### src/verilog/iars_params.svh
// constants for the interrupt accept/return sequencer
// assumes one machine-cycle enable drives the sequence
`ifndef IARS_PARAMS_SVH
`define IARS_PARAMS_SVH
`define IARS_NSRC 16
`define IARS_ACCEPT_CYCLES 8
`define IARS_STACK_BYTES 3
`define IARS_SWI_OPCODE 8'hff
`define IARS_FETCH_FILL 8'hff
`define IARS_MAX_LAT_FC 38
`define IARS_VEC_BASE 16'hffe0
`define IARS_VEC_SWI 16'hfffc
`define IARS_VEC_UNDEF 16'hfffc
`define IARS_VEC_ATRAP 16'hfffa
`define IARS_VEC_WDT 16'hfff8
`define IARS_SEL_WIDTH 5
`define IARS_SRC_NONE 5'h1f
`define IARS_SRC_SWI 5'h10
`define IARS_SRC_UNDEF 5'h11
`define IARS_IDX_ATRAP 2
`define IARS_IDX_WDT 3
`define IARS_REG_IMF 16'h0000
`define IARS_REG_EF 16'h0004
`define IARS_REG_IL 16'h0008
`define IARS_REG_STATE 16'h000c
`define IARS_REG_SP 16'h0010
`define IARS_REG_MEMMAP 16'h0014
`define IARS_SP_RESET 8'hff
`endif

### src/verilog/iars_pkg.sv
// types for the interrupt accept/return sequencer
// assumes iars_params.svh holds the shared constants; the state codes are fixed here
package iars_pkg;
  typedef enum logic [4:0] {
    IARS_IDLE = 5'b0_0001,
    IARS_ACCEPT = 5'b0_0010,
    IARS_VECTOR = 5'b0_0100,
    IARS_RETURN = 5'b0_1000,
    IARS_DONE = 5'b1_0000
  } iars_state_t;
  typedef struct packed {
    logic [7:0] addr;
    logic [7:0] wdata;
    logic we;
    logic re;
  } iars_stack_t;
endpackage

### src/verilog/iars_sequencer.sv
// interrupt accept/return sequencer with ahb-lite register slave
// assumes the core raises instr_last in the final cycle of each instruction
// Summary of operation
// - pending latches hold a request until accepted, reset or software clear.
// - acceptance takes eight machine cycles, started after current instruction ends.
// - routines end with maskable or nonmaskable return per source kind.
// - first acceptance step clears the master enable.
// - acceptance clears only the accepted source's pending latch.
// - push status, high pc, low pc; stack pointer drops by three.
// - after pushing, load pc from the source's vector slot.
// - latency from latch set to acceptance at most 38 fast clocks.
// - master enable zero blocks every maskable request.
// - only pc and status word saved by hardware.
// - either return restores pc and status, stack pointer up by three.
// - after acceptance low pc at sp+1, high pc at sp+2.
// - requests sampled in last instruction cycle, so accept right after return.
// - software-trap opcode starts highest-priority software interrupt immediately.
// - fetch from missing address returns ff, decoding as software trap.
// - fetch from data ram or register region raises address trap.
// - executing an undefined opcode raises the undefined-opcode interrupt.
// - undefined-opcode interrupt accepted even during nonmaskable service.
// - undefined-opcode interrupt jumps through its vector like the trap.
// - nonmaskable sources ignore master and per-source enables.
// - latches reset to zero and no instruction sets them.
`include "iars_params.svh"
module iars_sequencer
  import iars_pkg::*;
#(
  parameter int NSRC = `IARS_NSRC
) (
  input wire logic hclk,
  input wire logic hresetn,
  input wire logic hsel,
  input wire logic [31:0] haddr,
  input wire logic [1:0] htrans,
  input wire logic hwrite,
  input wire logic [2:0] hsize,
  input wire logic [31:0] hwdata,
  input wire logic hready,
  output logic [31:0] hrdata,
  output logic hreadyout,
  output logic hresp,
  input wire logic mc_en,
  input wire logic instr_last,
  input wire logic [7:0] opcode,
  input wire logic opcode_undefined,
  input wire logic [15:0] fetch_addr,
  input wire logic fetch_valid,
  input wire logic [15:0] pc_in,
  input wire logic [7:0] status_in,
  input wire logic ret_mask,
  input wire logic ret_nonmask,
  input wire logic [NSRC-1:0] irq_req,
  input wire logic [7:0] stack_rdata,
  output iars_stack_t stack,
  output logic [15:0] vec_addr,
  output logic vec_fetch,
  input wire logic [15:0] vec_data,
  output logic [15:0] pc_out,
  output logic pc_load,
  output logic [7:0] status_out,
  output logic status_load,
  output logic seq_busy,
  output logic atrap_reset,
  output logic [7:0] fetch_fill
);
  // ==========================================================
  // register slave
  logic ph_we, ph_re;
  logic [7:0] ph_addr;
  logic next_ph_we, next_ph_re;
  logic [7:0] next_ph_addr;
  logic master_irq_enable, next_imf;
  logic [NSRC-1:0] per_source_enable, next_ef;
  logic [NSRC-1:0] irq_pending_latch, next_il;
  logic [7:0] sp, next_sp;
  logic [15:0] ram_top, next_ram_top;
  logic atrap_as_irq, next_atrap_as_irq;
  logic [31:0] next_hrdata;
  logic sw_imf_wr, sw_ef_wr, sw_il_wr, sw_sp_wr, sw_map_wr;
  iars_state_t state, next_state;
  logic from_ret, next_from_ret;

  // zero wait states: reads are registered at the address-phase edge, writes take effect at the data-phase edge
  assign hreadyout = 1'b1;
  assign hresp = 1'b0;

  always_comb begin
    next_ph_we = 1'b0;
    next_ph_re = 1'b0;
    next_ph_addr = ph_addr;
    if (hsel && hready && htrans[1]) begin
      next_ph_we = hwrite;
      next_ph_re = !hwrite;
      next_ph_addr = haddr[7:0];
    end
  end

  always_ff @(posedge hclk or negedge hresetn) begin
    if (!hresetn) begin
      ph_we <= 1'b0;
      ph_re <= 1'b0;
      ph_addr <= 8'h00;
    end else begin
      ph_we <= next_ph_we;
      ph_re <= next_ph_re;
      ph_addr <= next_ph_addr;
    end
  end

  // decode on the low address byte only; higher address bits alias
  assign sw_imf_wr = ph_we && ph_addr == 8'(`IARS_REG_IMF);
  assign sw_ef_wr = ph_we && ph_addr == 8'(`IARS_REG_EF);
  assign sw_il_wr = ph_we && ph_addr == 8'(`IARS_REG_IL);
  assign sw_sp_wr = ph_we && ph_addr == 8'(`IARS_REG_SP);
  assign sw_map_wr = ph_we && ph_addr == 8'(`IARS_REG_MEMMAP);

  // read data registered in the address phase; unmapped reads give zero
  always_comb begin
    next_hrdata = hrdata;
    if (hsel && hready && htrans[1] && !hwrite) begin
      case (haddr[7:0])
        8'(`IARS_REG_IMF): next_hrdata = {31'h0000_0000, master_irq_enable};
        8'(`IARS_REG_EF): next_hrdata = 32'(per_source_enable);
        8'(`IARS_REG_IL): next_hrdata = 32'(irq_pending_latch);
        8'(`IARS_REG_STATE): next_hrdata = {27'h000_0000, state};
        8'(`IARS_REG_SP): next_hrdata = {24'h00_0000, sp};
        8'(`IARS_REG_MEMMAP): next_hrdata = {15'h0000, atrap_as_irq, ram_top};
        default: next_hrdata = 32'h0000_0000;
      endcase
    end
  end

  always_ff @(posedge hclk or negedge hresetn) begin
    if (!hresetn) hrdata <= 32'h0000_0000;
    else hrdata <= next_hrdata;
  end

  // ==========================================================
  // source selection
  logic [`IARS_SEL_WIDTH-1:0] sel, next_sel, pick;
  logic [3:0] cnt, next_cnt;
  logic [15:0] ret_pc, next_ret_pc;
  logic [7:0] ret_status, next_ret_status;
  logic ret_nmi_kind, next_ret_nmi_kind;
  logic in_nmi, next_in_nmi;
  logic [NSRC-1:0] nmi_mask, eligible;
  logic swi_hit, undef_hit, trap_fetch;
  logic accept_now;

  always_comb begin
    nmi_mask = '0;
    // trap mode only picks reset or latch; a set trap latch is never masked
    nmi_mask[`IARS_IDX_ATRAP] = 1'b1;
    nmi_mask[`IARS_IDX_WDT] = 1'b1;
  end

  assign eligible = irq_pending_latch &
      (nmi_mask | (per_source_enable & {NSRC{master_irq_enable}}));
  assign swi_hit = instr_last && opcode == `IARS_SWI_OPCODE;
  assign undef_hit = instr_last && opcode_undefined;
  assign trap_fetch = fetch_valid && fetch_addr < ram_top;
  assign atrap_reset = trap_fetch && !atrap_as_irq;
  // missing program space reads as the trap opcode
  assign fetch_fill = `IARS_FETCH_FILL;

  // software trap first, then undefined opcode, then lowest latch index
  always_comb begin
    pick = `IARS_SRC_NONE;
    for (int i = NSRC - 1; i >= 0; i--) begin
      if (eligible[i]) pick = i[`IARS_SEL_WIDTH-1:0];
    end
    if (undef_hit) pick = `IARS_SRC_UNDEF;
    if (swi_hit) pick = `IARS_SRC_SWI;
  end

  // undefined opcode breaks in even while nonmaskable work runs
  // sampled at every instruction end, so latency is bounded by one instruction
  assign accept_now = mc_en && instr_last && pick != `IARS_SRC_NONE &&
      (state == IARS_IDLE || (undef_hit && in_nmi));

  // ==========================================================
  // sequence
  always_comb begin
    next_state = state;
    next_sel = sel;
    next_cnt = cnt;
    next_imf = master_irq_enable;
    next_ef = per_source_enable;
    next_sp = sp;
    next_ret_pc = ret_pc;
    next_ret_status = ret_status;
    next_ret_nmi_kind = ret_nmi_kind;
    next_in_nmi = in_nmi;
    next_ram_top = ram_top;
    next_atrap_as_irq = atrap_as_irq;
    next_from_ret = from_ret;
    // latches only set by hardware; software can only clear
    next_il = irq_pending_latch | irq_req;
    if (sw_il_wr) next_il = (irq_pending_latch & hwdata[NSRC-1:0]) | irq_req;
    if (trap_fetch && atrap_as_irq) next_il[`IARS_IDX_ATRAP] = 1'b1;
    if (sw_imf_wr) next_imf = hwdata[0];
    if (sw_ef_wr) next_ef = hwdata[NSRC-1:0];
    if (sw_sp_wr) next_sp = hwdata[7:0];
    if (sw_map_wr) begin
      next_ram_top = hwdata[15:0];
      next_atrap_as_irq = hwdata[16];
    end
    stack = '0;
    vec_fetch = 1'b0;
    pc_load = 1'b0;
    status_load = 1'b0;
    case (state)
      IARS_IDLE: begin
        if (accept_now) begin
          next_state = IARS_ACCEPT;
          next_sel = pick;
          next_cnt = 4'h0;
          next_imf = 1'b0;
          next_ret_pc = pc_in;
          next_ret_status = {status_in[7:1], master_irq_enable};
          next_in_nmi = pick[4] || nmi_mask[pick[3:0]];
          next_from_ret = 1'b0;
          // a trap latch set in this very cycle survives the clear
          if (!pick[4]) next_il[pick[3:0]] = irq_req[pick[3:0]] ||
              (trap_fetch && atrap_as_irq && pick[3:0] == 4'(`IARS_IDX_ATRAP));
        end else if (mc_en && (ret_mask || ret_nonmask)) begin
          next_state = IARS_RETURN;
          next_from_ret = 1'b1;
          next_ret_nmi_kind = ret_nonmask;
          next_cnt = 4'h0;
        end
      end
      IARS_ACCEPT: begin
        if (mc_en) begin
          next_cnt = cnt + 4'h1;
          if (cnt < 4'(`IARS_STACK_BYTES)) begin
            stack.we = 1'b1;
            stack.addr = sp;
            next_sp = sp - 8'h01;
            case (cnt)
              4'h0: stack.wdata = ret_status;
              4'h1: stack.wdata = ret_pc[15:8];
              default: stack.wdata = ret_pc[7:0];
            endcase
          end
          if (cnt == 4'(`IARS_ACCEPT_CYCLES - 2)) next_state = IARS_VECTOR;
        end
      end
      IARS_VECTOR: begin
        vec_fetch = 1'b1;
        if (mc_en) begin
          pc_load = 1'b1;
          next_state = IARS_DONE;
        end
      end
      IARS_RETURN: begin
        if (mc_en) begin
          next_cnt = cnt + 4'h1;
          // pops mirror the pushes: low pc, high pc, then status
          stack.re = 1'b1;
          stack.addr = sp + 8'h01;
          next_sp = sp + 8'h01;
          case (cnt)
            4'h0: next_ret_pc[7:0] = stack_rdata;
            4'h1: next_ret_pc[15:8] = stack_rdata;
            default: begin
              next_ret_status = stack_rdata;
              next_imf = stack_rdata[0];
              next_state = IARS_DONE;
              if (ret_nmi_kind) next_in_nmi = 1'b0;
            end
          endcase
        end
      end
      IARS_DONE: begin
        // the return path hands the restored pc and status to the core here
        if (mc_en) begin
          next_state = IARS_IDLE;
          if (from_ret) begin
            pc_load = 1'b1;
            status_load = 1'b1;
          end
        end
      end
      default: next_state = IARS_IDLE;
    endcase
  end

  // maskable slots run downward from the top of the table
  always_comb begin
    case (sel)
      `IARS_SRC_SWI: vec_addr = `IARS_VEC_SWI;
      `IARS_SRC_UNDEF: vec_addr = `IARS_VEC_UNDEF;
      default: vec_addr = `IARS_VEC_BASE + 16'({~sel[3:0], 1'b0});
    endcase
  end

  always_ff @(posedge hclk or negedge hresetn) begin
    if (!hresetn) begin
      state <= IARS_IDLE;
      sel <= `IARS_SRC_NONE;
      cnt <= 4'h0;
      master_irq_enable <= 1'b0;
      per_source_enable <= '0;
      irq_pending_latch <= '0;
      sp <= `IARS_SP_RESET;
      ret_pc <= 16'h0000;
      ret_status <= 8'h00;
      ret_nmi_kind <= 1'b0;
      in_nmi <= 1'b0;
      ram_top <= 16'h0000;
      atrap_as_irq <= 1'b0;
      from_ret <= 1'b0;
    end else begin
      state <= next_state;
      sel <= next_sel;
      cnt <= next_cnt;
      master_irq_enable <= next_imf;
      per_source_enable <= next_ef;
      irq_pending_latch <= next_il;
      sp <= next_sp;
      ret_pc <= next_ret_pc;
      ret_status <= next_ret_status;
      ret_nmi_kind <= next_ret_nmi_kind;
      in_nmi <= next_in_nmi;
      ram_top <= next_ram_top;
      atrap_as_irq <= next_atrap_as_irq;
      from_ret <= next_from_ret;
    end
  end

  // ==========================================================
  // core outputs
  // pc goes out as vector data on accept, stacked value on return
  assign pc_out = (state == IARS_VECTOR) ? vec_data : ret_pc;
  assign status_out = ret_status;
  assign seq_busy = state != IARS_IDLE;
endmodule // iars_sequencer

### config.mk
export PLATFORM = sky130hd
export DESIGN_NAME = iars_sequencer
export DESIGN_NICKNAME = d
export VERILOG_FILES = /design/src/verilog/iars_pkg.sv /design/src/verilog/iars_sequencer.sv
export VERILOG_INCLUDE_DIRS = /design/src /design/src/verilog
export SDC_FILE = /design/constraint.sdc
export NUM_CORES = 1
export LEC_CHECK = 0
export ABC_AREA = 0
export BUFFER_PORTS_ARGS = -buffer_cell sky130_fd_sc_hd__buf_2
export CAP_MARGIN = 20
export CORE_MARGIN = 4
export CORE_UTILIZATION = 46
export DETAILED_ROUTE_END_ITERATION = 8
export PLACE_DENSITY = 0.79
export SETUP_SLACK_MARGIN = 0.4
export SYNTH_ARGS = -nofsm -noshare
export SYNTH_HDL_FRONTEND = slang
export SYNTH_SLANG_ARGS = --single-unit
### constraint.sdc
create_clock -name hclk -period 2.61 [get_ports hclk]
set_input_delay 0.522 -clock hclk [delete_from_list [all_inputs] [get_ports hclk]]
set_output_delay 0.522 -clock hclk [all_outputs]
set_load 0.02 [all_outputs]
==> results of run 1 <==
[stage by stage]
step / util (%) / cells / setup WS (ns) / power (W)
after detailed placement: 56.3 / 1270 / -0.00142 / 0.00552
after CTS: 68.2 / 1357 / -0.0764 / 0.00931
after global placement: 56.3 / 1270 / 0.0764 / 0.00543
final: 73.2 / 1383 / -0.271 / 0.0105
after floorplan: - / 898 / 0.136 / 0.00456
after global routing: 73.2 / 1382 / -0.318 / 0.0108
[final cells by class]
type	instances	area [µm²]
repair inverters	2	16.3
multi-input cells	660	5210
inverters	33	150
diodes	2	5.00
fillers	980	4310
flip-flops and latches	123	3100
clock inverters	11	166
clock buffers	21	470
repair buffers	315	2370
well taps	216	270
[flip-flops by register name, indices dropped and copies added, names as in the netlist]
name and flops:
sel 5, ph_we 1, per_source_enable 16, from_ret 1
ph_addr 8, state 5, ram_top 16, cnt 4
hrdata 17, status_out 8, ret_pc 16, master_irq_enable 1
sp 8, irq_pending_latch 16, atrap_as_irq 1
[logic make-up (layout without fill, tap and decap cells)]
| family | after synthesis | after routing | share of synthesized area, % |
|---|---|---|---|
| adder cells (fa/ha/maj) | 21 | 21 | 3.45 |
| AO/OA/AOI/OAI | 268 | 268 | 23.3 |
| flip-flops | 123 | 123 | 40.6 |
| multiplexers | 59 | 59 | 8.43 |
| XOR/XNOR | 4 | 4 | 0.460 |
| other | 2 | 39 | 0.0985 |
| buffers and inverters | 115 | 382 | 7.60 |
| AND/OR/NAND/NOR | 271 | 271 | 16.1 |
[worst reg2reg max path, stage by stage (launching register included)]
cell and delay, ns:
dfrtp_1 0.41, buf_4 0.17, nand3_1 0.08, a32o_1 0.21
a22o_1 0.22, a31oi_2 0.18, buf_6 0.18, mux2i_1 0.35
o22ai_2 0.15, nor4_4 0.40, buf_6 0.22, a31oi_1 0.12
[report_power, final]
group	total, W	switching (W)	internal (W)
sequential	0.00298	0.000655	0.00233
combinational	0.00495	0.00275	0.00220
clock	0.00260	0.000925	0.00167
[worst max-delay path by stage]
stage | startpoint | end | cells after the start
finish | state[4] | stack[6] | 8
global route | state[4] | stack[2] | 8
CTS | ram_top[4] | atrap_reset | 9
detailed placement | fetch_addr[4] | atrap_reset | 9
global placement | opcode[6] | irq_pending_latch[5] | 9
floorplan | per_source_enable[1] | state[4] | 8
[metal layers]
layer	wire [µm]	GRT usage [%]	part of all wire (%)	up-vias
met4	2330	13.1	7.1	0
met1	11700	36.9	36	4260
met3	3760	8.24	11	245
li1	-	-	-	3637
met5	0	0	0	-
met2	15000	48.9	46	809
[cell usage in the layout (no fill, tap or decap), drive strengths merged, types with 11 or more instances in the layout]
cell	Yosys	layout
buf	47	314
nand2	135	135
dfrtp	109	109
a21oi	69	69
o21ai	57	57
nor2	54	54
mux2	42	42
conb	2	37
inv	32	33
a22o	27	27
clkbuf	35	22
ha	21	21
mux2i	17	17
o21a	17	17
a211oi	15	15
dfstp	14	14
a22oi	14	14
and2	13	13
a31oi	13	13
nor3	11	11
nand3	11	11
[repair_timing]
action / 4_1_cts / 5_1_grt
endpoints found under the setup margin: 74 / 115
resized for setup: 239 / 151
pin swaps: 51 / 34
buffers inserted: 50 / 21
cloned: 5 / 3
==> metrics.txt, run 1 <==
status finished with violations; GP Congestion 0.933; DRT antenna net count 0; r2r startpoint irq_pending_latch[1]; cell area after synthesis 0.00762 mm²; Max-Cap Viols 0; die area 0.0187 mm²; CP required 2.09 ns; top-area cell type share of the netlist area 35.8%; Clock Skews 0.0117 ns; critical path startpoint category flop; Syn Inst Count 863; Residual DRC 0; total number of vias 8951; critical path type flop to output pin; worst skew pair latency 0.43 ns; Top cell by count, worst path buf_12; top cells by area, synth dfrtp_1 36%, nand2_1 6.6%, mux2_2 6.1%; CTS tree done; RR Endpoint irq_pending_latch[7]; NumNets Final 1341; EDFF count, synth 0; DP Area 0.00904 mm²; Total GRT Usage 29.9%; hold_buf cts 0; reg-to-reg slack, setup -0.25 ns; family with the most delay on the worst path simple AND/OR/NAND/NOR gates; Reg clk slew, reported paths 0.06 ns; Post-synth top flop dfrtp_1; total grt overflow 0; failing checks setup timing; Reg2Reg Depth 11; first-pass GRT wire length 43700 µm; Num CTS Buffers 17; layout cell share with drive strength beyond 1 51.8%; Slew Viols, Final 0; initial antenna violation count 1; ys async rst share 100%; vias in the first global route 8327; CTS Root Cell clkbuf_16; CP Capture Type output pin; Ports 273; vias per inst 6.47; Seq/Total Area, Yosys 40.6%; core area 0.0161 mm²; CTS Sinks 123; Post-synth top cells 135 x nand2_1, 109 x dfrtp_1, 68 x a21oi_1, 56 x o21ai_0, 54 x nor2_1; CTS max path bufs 2; worst hold slack 0.0165 ns; Bufs and invs on worst path 3; post-layout min period 2.88 ns; 1st-iter DRT viols 1035; Horiz. Die Dim 137 µm; DP HPWL 17800 µm; CP cell instances nor2_2 > nand4b_1 > nor4_4 > nand2_2 > buf_12 > buf_12 > a21oi_4 > buf_6; Final Hold Fails 0; port buffer count 191; synthesis-stage register bit count 123; synth warn 0; Max stage delay on crit path 0.40 ns; Final Cycle Share 110%; Unique masters post-synth 68; Post-Route WL 32800 µm; Slew HR 47.0%; initial core utilization 47.5%; P_leak 5.18 nW; Area growth syn-to-layout 54.1%; Worst Path Max Fanout 6; # setup viols final 31; unrepaired setup endpoints after global routing true; worst vdd ir 0.830 mV; DR pass1 iterations 6; syn_area_per_cell 8.84 µm²; DR WL/cell 23.7 µm; Design Area, Final 0.0118 mm²; largest net degree at the start of global routing 54; Worst path slowest cell dfrtp_1; die height 137 µm; H-tree depth 4; row count 46; worst slew pin tran 0.790 ns; final setup margin -0.271 ns; Tightest Hold Check Type primary input to asynchronous set/reset pin; Max Clock Freq 0.347 GHz; Worst Path Arrival 2.36 ns; post-synth top area cell dfrtp_1; TNS Setup -6.00 ns; Power Dens Cells 896 mW/mm²; count leader, synth nand2_1
No activity file was read; power rests on OpenSTA's default activity.
==> run 2, diff against run 1 <==
--- a/config.mk
+++ b/config.mk
@@ -10,9 +10,9 @@
 export BUFFER_PORTS_ARGS = -buffer_cell sky130_fd_sc_hd__buf_2
 export CAP_MARGIN = 20
 export CORE_MARGIN = 4
-export CORE_UTILIZATION = 46
+export CORE_UTILIZATION = 40
 export DETAILED_ROUTE_END_ITERATION = 8
-export PLACE_DENSITY = 0.79
+export PLACE_DENSITY = 0.7
 export SETUP_SLACK_MARGIN = 0.4
 export SYNTH_ARGS = -nofsm -noshare
 export SYNTH_HDL_FRONTEND = slang
==> metrics.txt, run 2 (synthesized netlist as in run 1, its figures left out) <==
status finished with violations; failing checks setup timing; largest net degree at the start of global routing 49; DR pass1 iterations 5; Total GRT Usage 23.9%; clock share of power 26.7%; critical path startpoint category flop; P_leak 5.17 nW; worst skew pair latency 0.44 ns; Sequential Power Share 29.1%; Residual DRC 0; Final Hold Fails 0; CP required 2.09 ns; hold_buf cts 0; total grt overflow 0; final setup margin -0.0578 ns; row count 50; leading cell types in the layout, fill and taps excluded 152 x buf_2, 102 x dfrtp_1, 84 x buf_4; wire length on met1 11500 µm; max reg flops 17; worst hold slack 0.0746 ns; Max Used Layer met5; first-pass GRT wire length 41200 µm; core area 0.0187 mm²; TNS Setup -0.541 ns; NumNets Final 1331; die area 0.0213 mm²; Slew Viols, Final 0; CP Capture Type output pin; Ports 273; met3 WL 2390 µm; final core utilization 62.0%; commonest non-fill, non-tap cell in the layout buf_2; Worst Path Arrival 2.15 ns; unrepaired setup endpoints after global routing true; Clock Skews 0.0155 ns; worst vdd ir 0.641 mV; Num CTS Buffers 17; CTS tree done; critical path type flop to output pin; Reg with most FFs hrdata; Met2 Wirelength 12800 µm; Max-Cap Viols 0; DP Area 0.00909 mm²; Design Area, Final 0.0116 mm²; CTS Root Cell clkbuf_16; vias in the first global route 7781; Power Dens Cells 859 mW/mm²; 1st-iter DRT viols 718; worst slew pin tran 0.557 ns; layout cell share with drive strength beyond 1 50.4%; DP HPWL 17700 µm; Post-Route WL 27500 µm; Comb pwr share 44.2%; post-layout min period 2.67 ns; Max Clock Freq 0.375 GHz; die height 146 µm; pre-CTS setup slack 0.000272 ns; Worst Path Max Fanout 8; Sw Pwr 0.00391 W; total number of vias 7891; Reg clk slew, reported paths 0.06 ns; Internal Power 0.00606 W; Horiz. Die Dim 146 µm; initial core utilization 40.8%; Tightest Hold Check Type primary input to asynchronous set/reset pin; sw frac 39.2%; DR WL/cell 19.8 µm; # setup viols final 14; Area growth syn-to-layout 52.1%; Final Cycle Share 102%; CTS Sinks 123; GP Congestion 0.884; port buffer count 191; CTS max path bufs 2; vias per inst 5.67; DRT antenna net count 0; Slew HR 62.9%; initial antenna violation count 3; H-tree depth 4
run 2: path summary, 6_finish.rpt:
kind                                       from                    end  slack, ns  cells past startpoint
hold reg to reg                       hrdata[4]              hrdata[4]       0.47                      2
setup reg to reg           per_source_enable[1]               state[4]       0.12                      8
setup / recovery                       state[2]               stack[3]      -0.06                      7
hold / removal                          hresetn             hrdata[10]       0.07                      1
min in group hclk                   irq_req[11]  irq_pending_latch[11]       0.28                      2
max in group asynchronous               hresetn                  sp[1]       1.82                      2
run 2: final cells by class:
| class | instances | area [µm²] |
|---|---|---|
| timing repair buffer | 305 | 2280 |
| clock inverter | 13 | 216 |
| antenna | 2 | 5.00 |
| timing repair inverter | 2 | 32.5 |
| fill | 1440 | 7100 |
| sequential | 123 | 3110 |
| clock buffer | 19 | 443 |
| tap | 234 | 293 |
| multi-input combinational | 660 | 5070 |
| inverter | 33 | 153 |
run 2: routing by layer:
metal | GRT usage [%] | vias to the layer above
li1 | - | 3615
met1 | 32.9 | 3777
met2 | 37.3 | 433
met3 | 6.27 | 64
met4 | 7.34 | 2
met5 | 0 | -
run 2: power by group through the flow:
stage,clock [W],combinational [W],sequential (W)
floorplan,0,0.00190,0.00266
global placement,0,0.00272,0.00276
detailed placement,0,0.00275,0.00277
CTS,0.00265,0.00374,0.00276
global route,0.00277,0.00467,0.00295
finish,0.00266,0.00440,0.00290
run 2: worst max-delay path, cell delays in order (launching register included):
cell      delay, ns
dfrtp_2        0.44
nor2_4         0.13
nand4b_1       0.21
nor4_4         0.31
nand2_4        0.17
buf_12         0.20
a21oi_4        0.12
buf_6          0.13
run 2: timing repair:
item	CTS	global route
buffers inserted	43	17
resized for setup	243	131
pin swaps	67	27
cloned	6	0
setup endpoints to repair	84	106
run 2: through the flow:
| stage | cells | total power, W |
|---|---|---|
| after CTS | 1372 | 0.00916 |
| after detailed placement | 1291 | 0.00552 |
| after global routing | 1390 | 0.0104 |
| after global placement | 1291 | 0.00548 |
| after floorplan | 898 | 0.00456 |
| final | 1391 | 0.00996 |
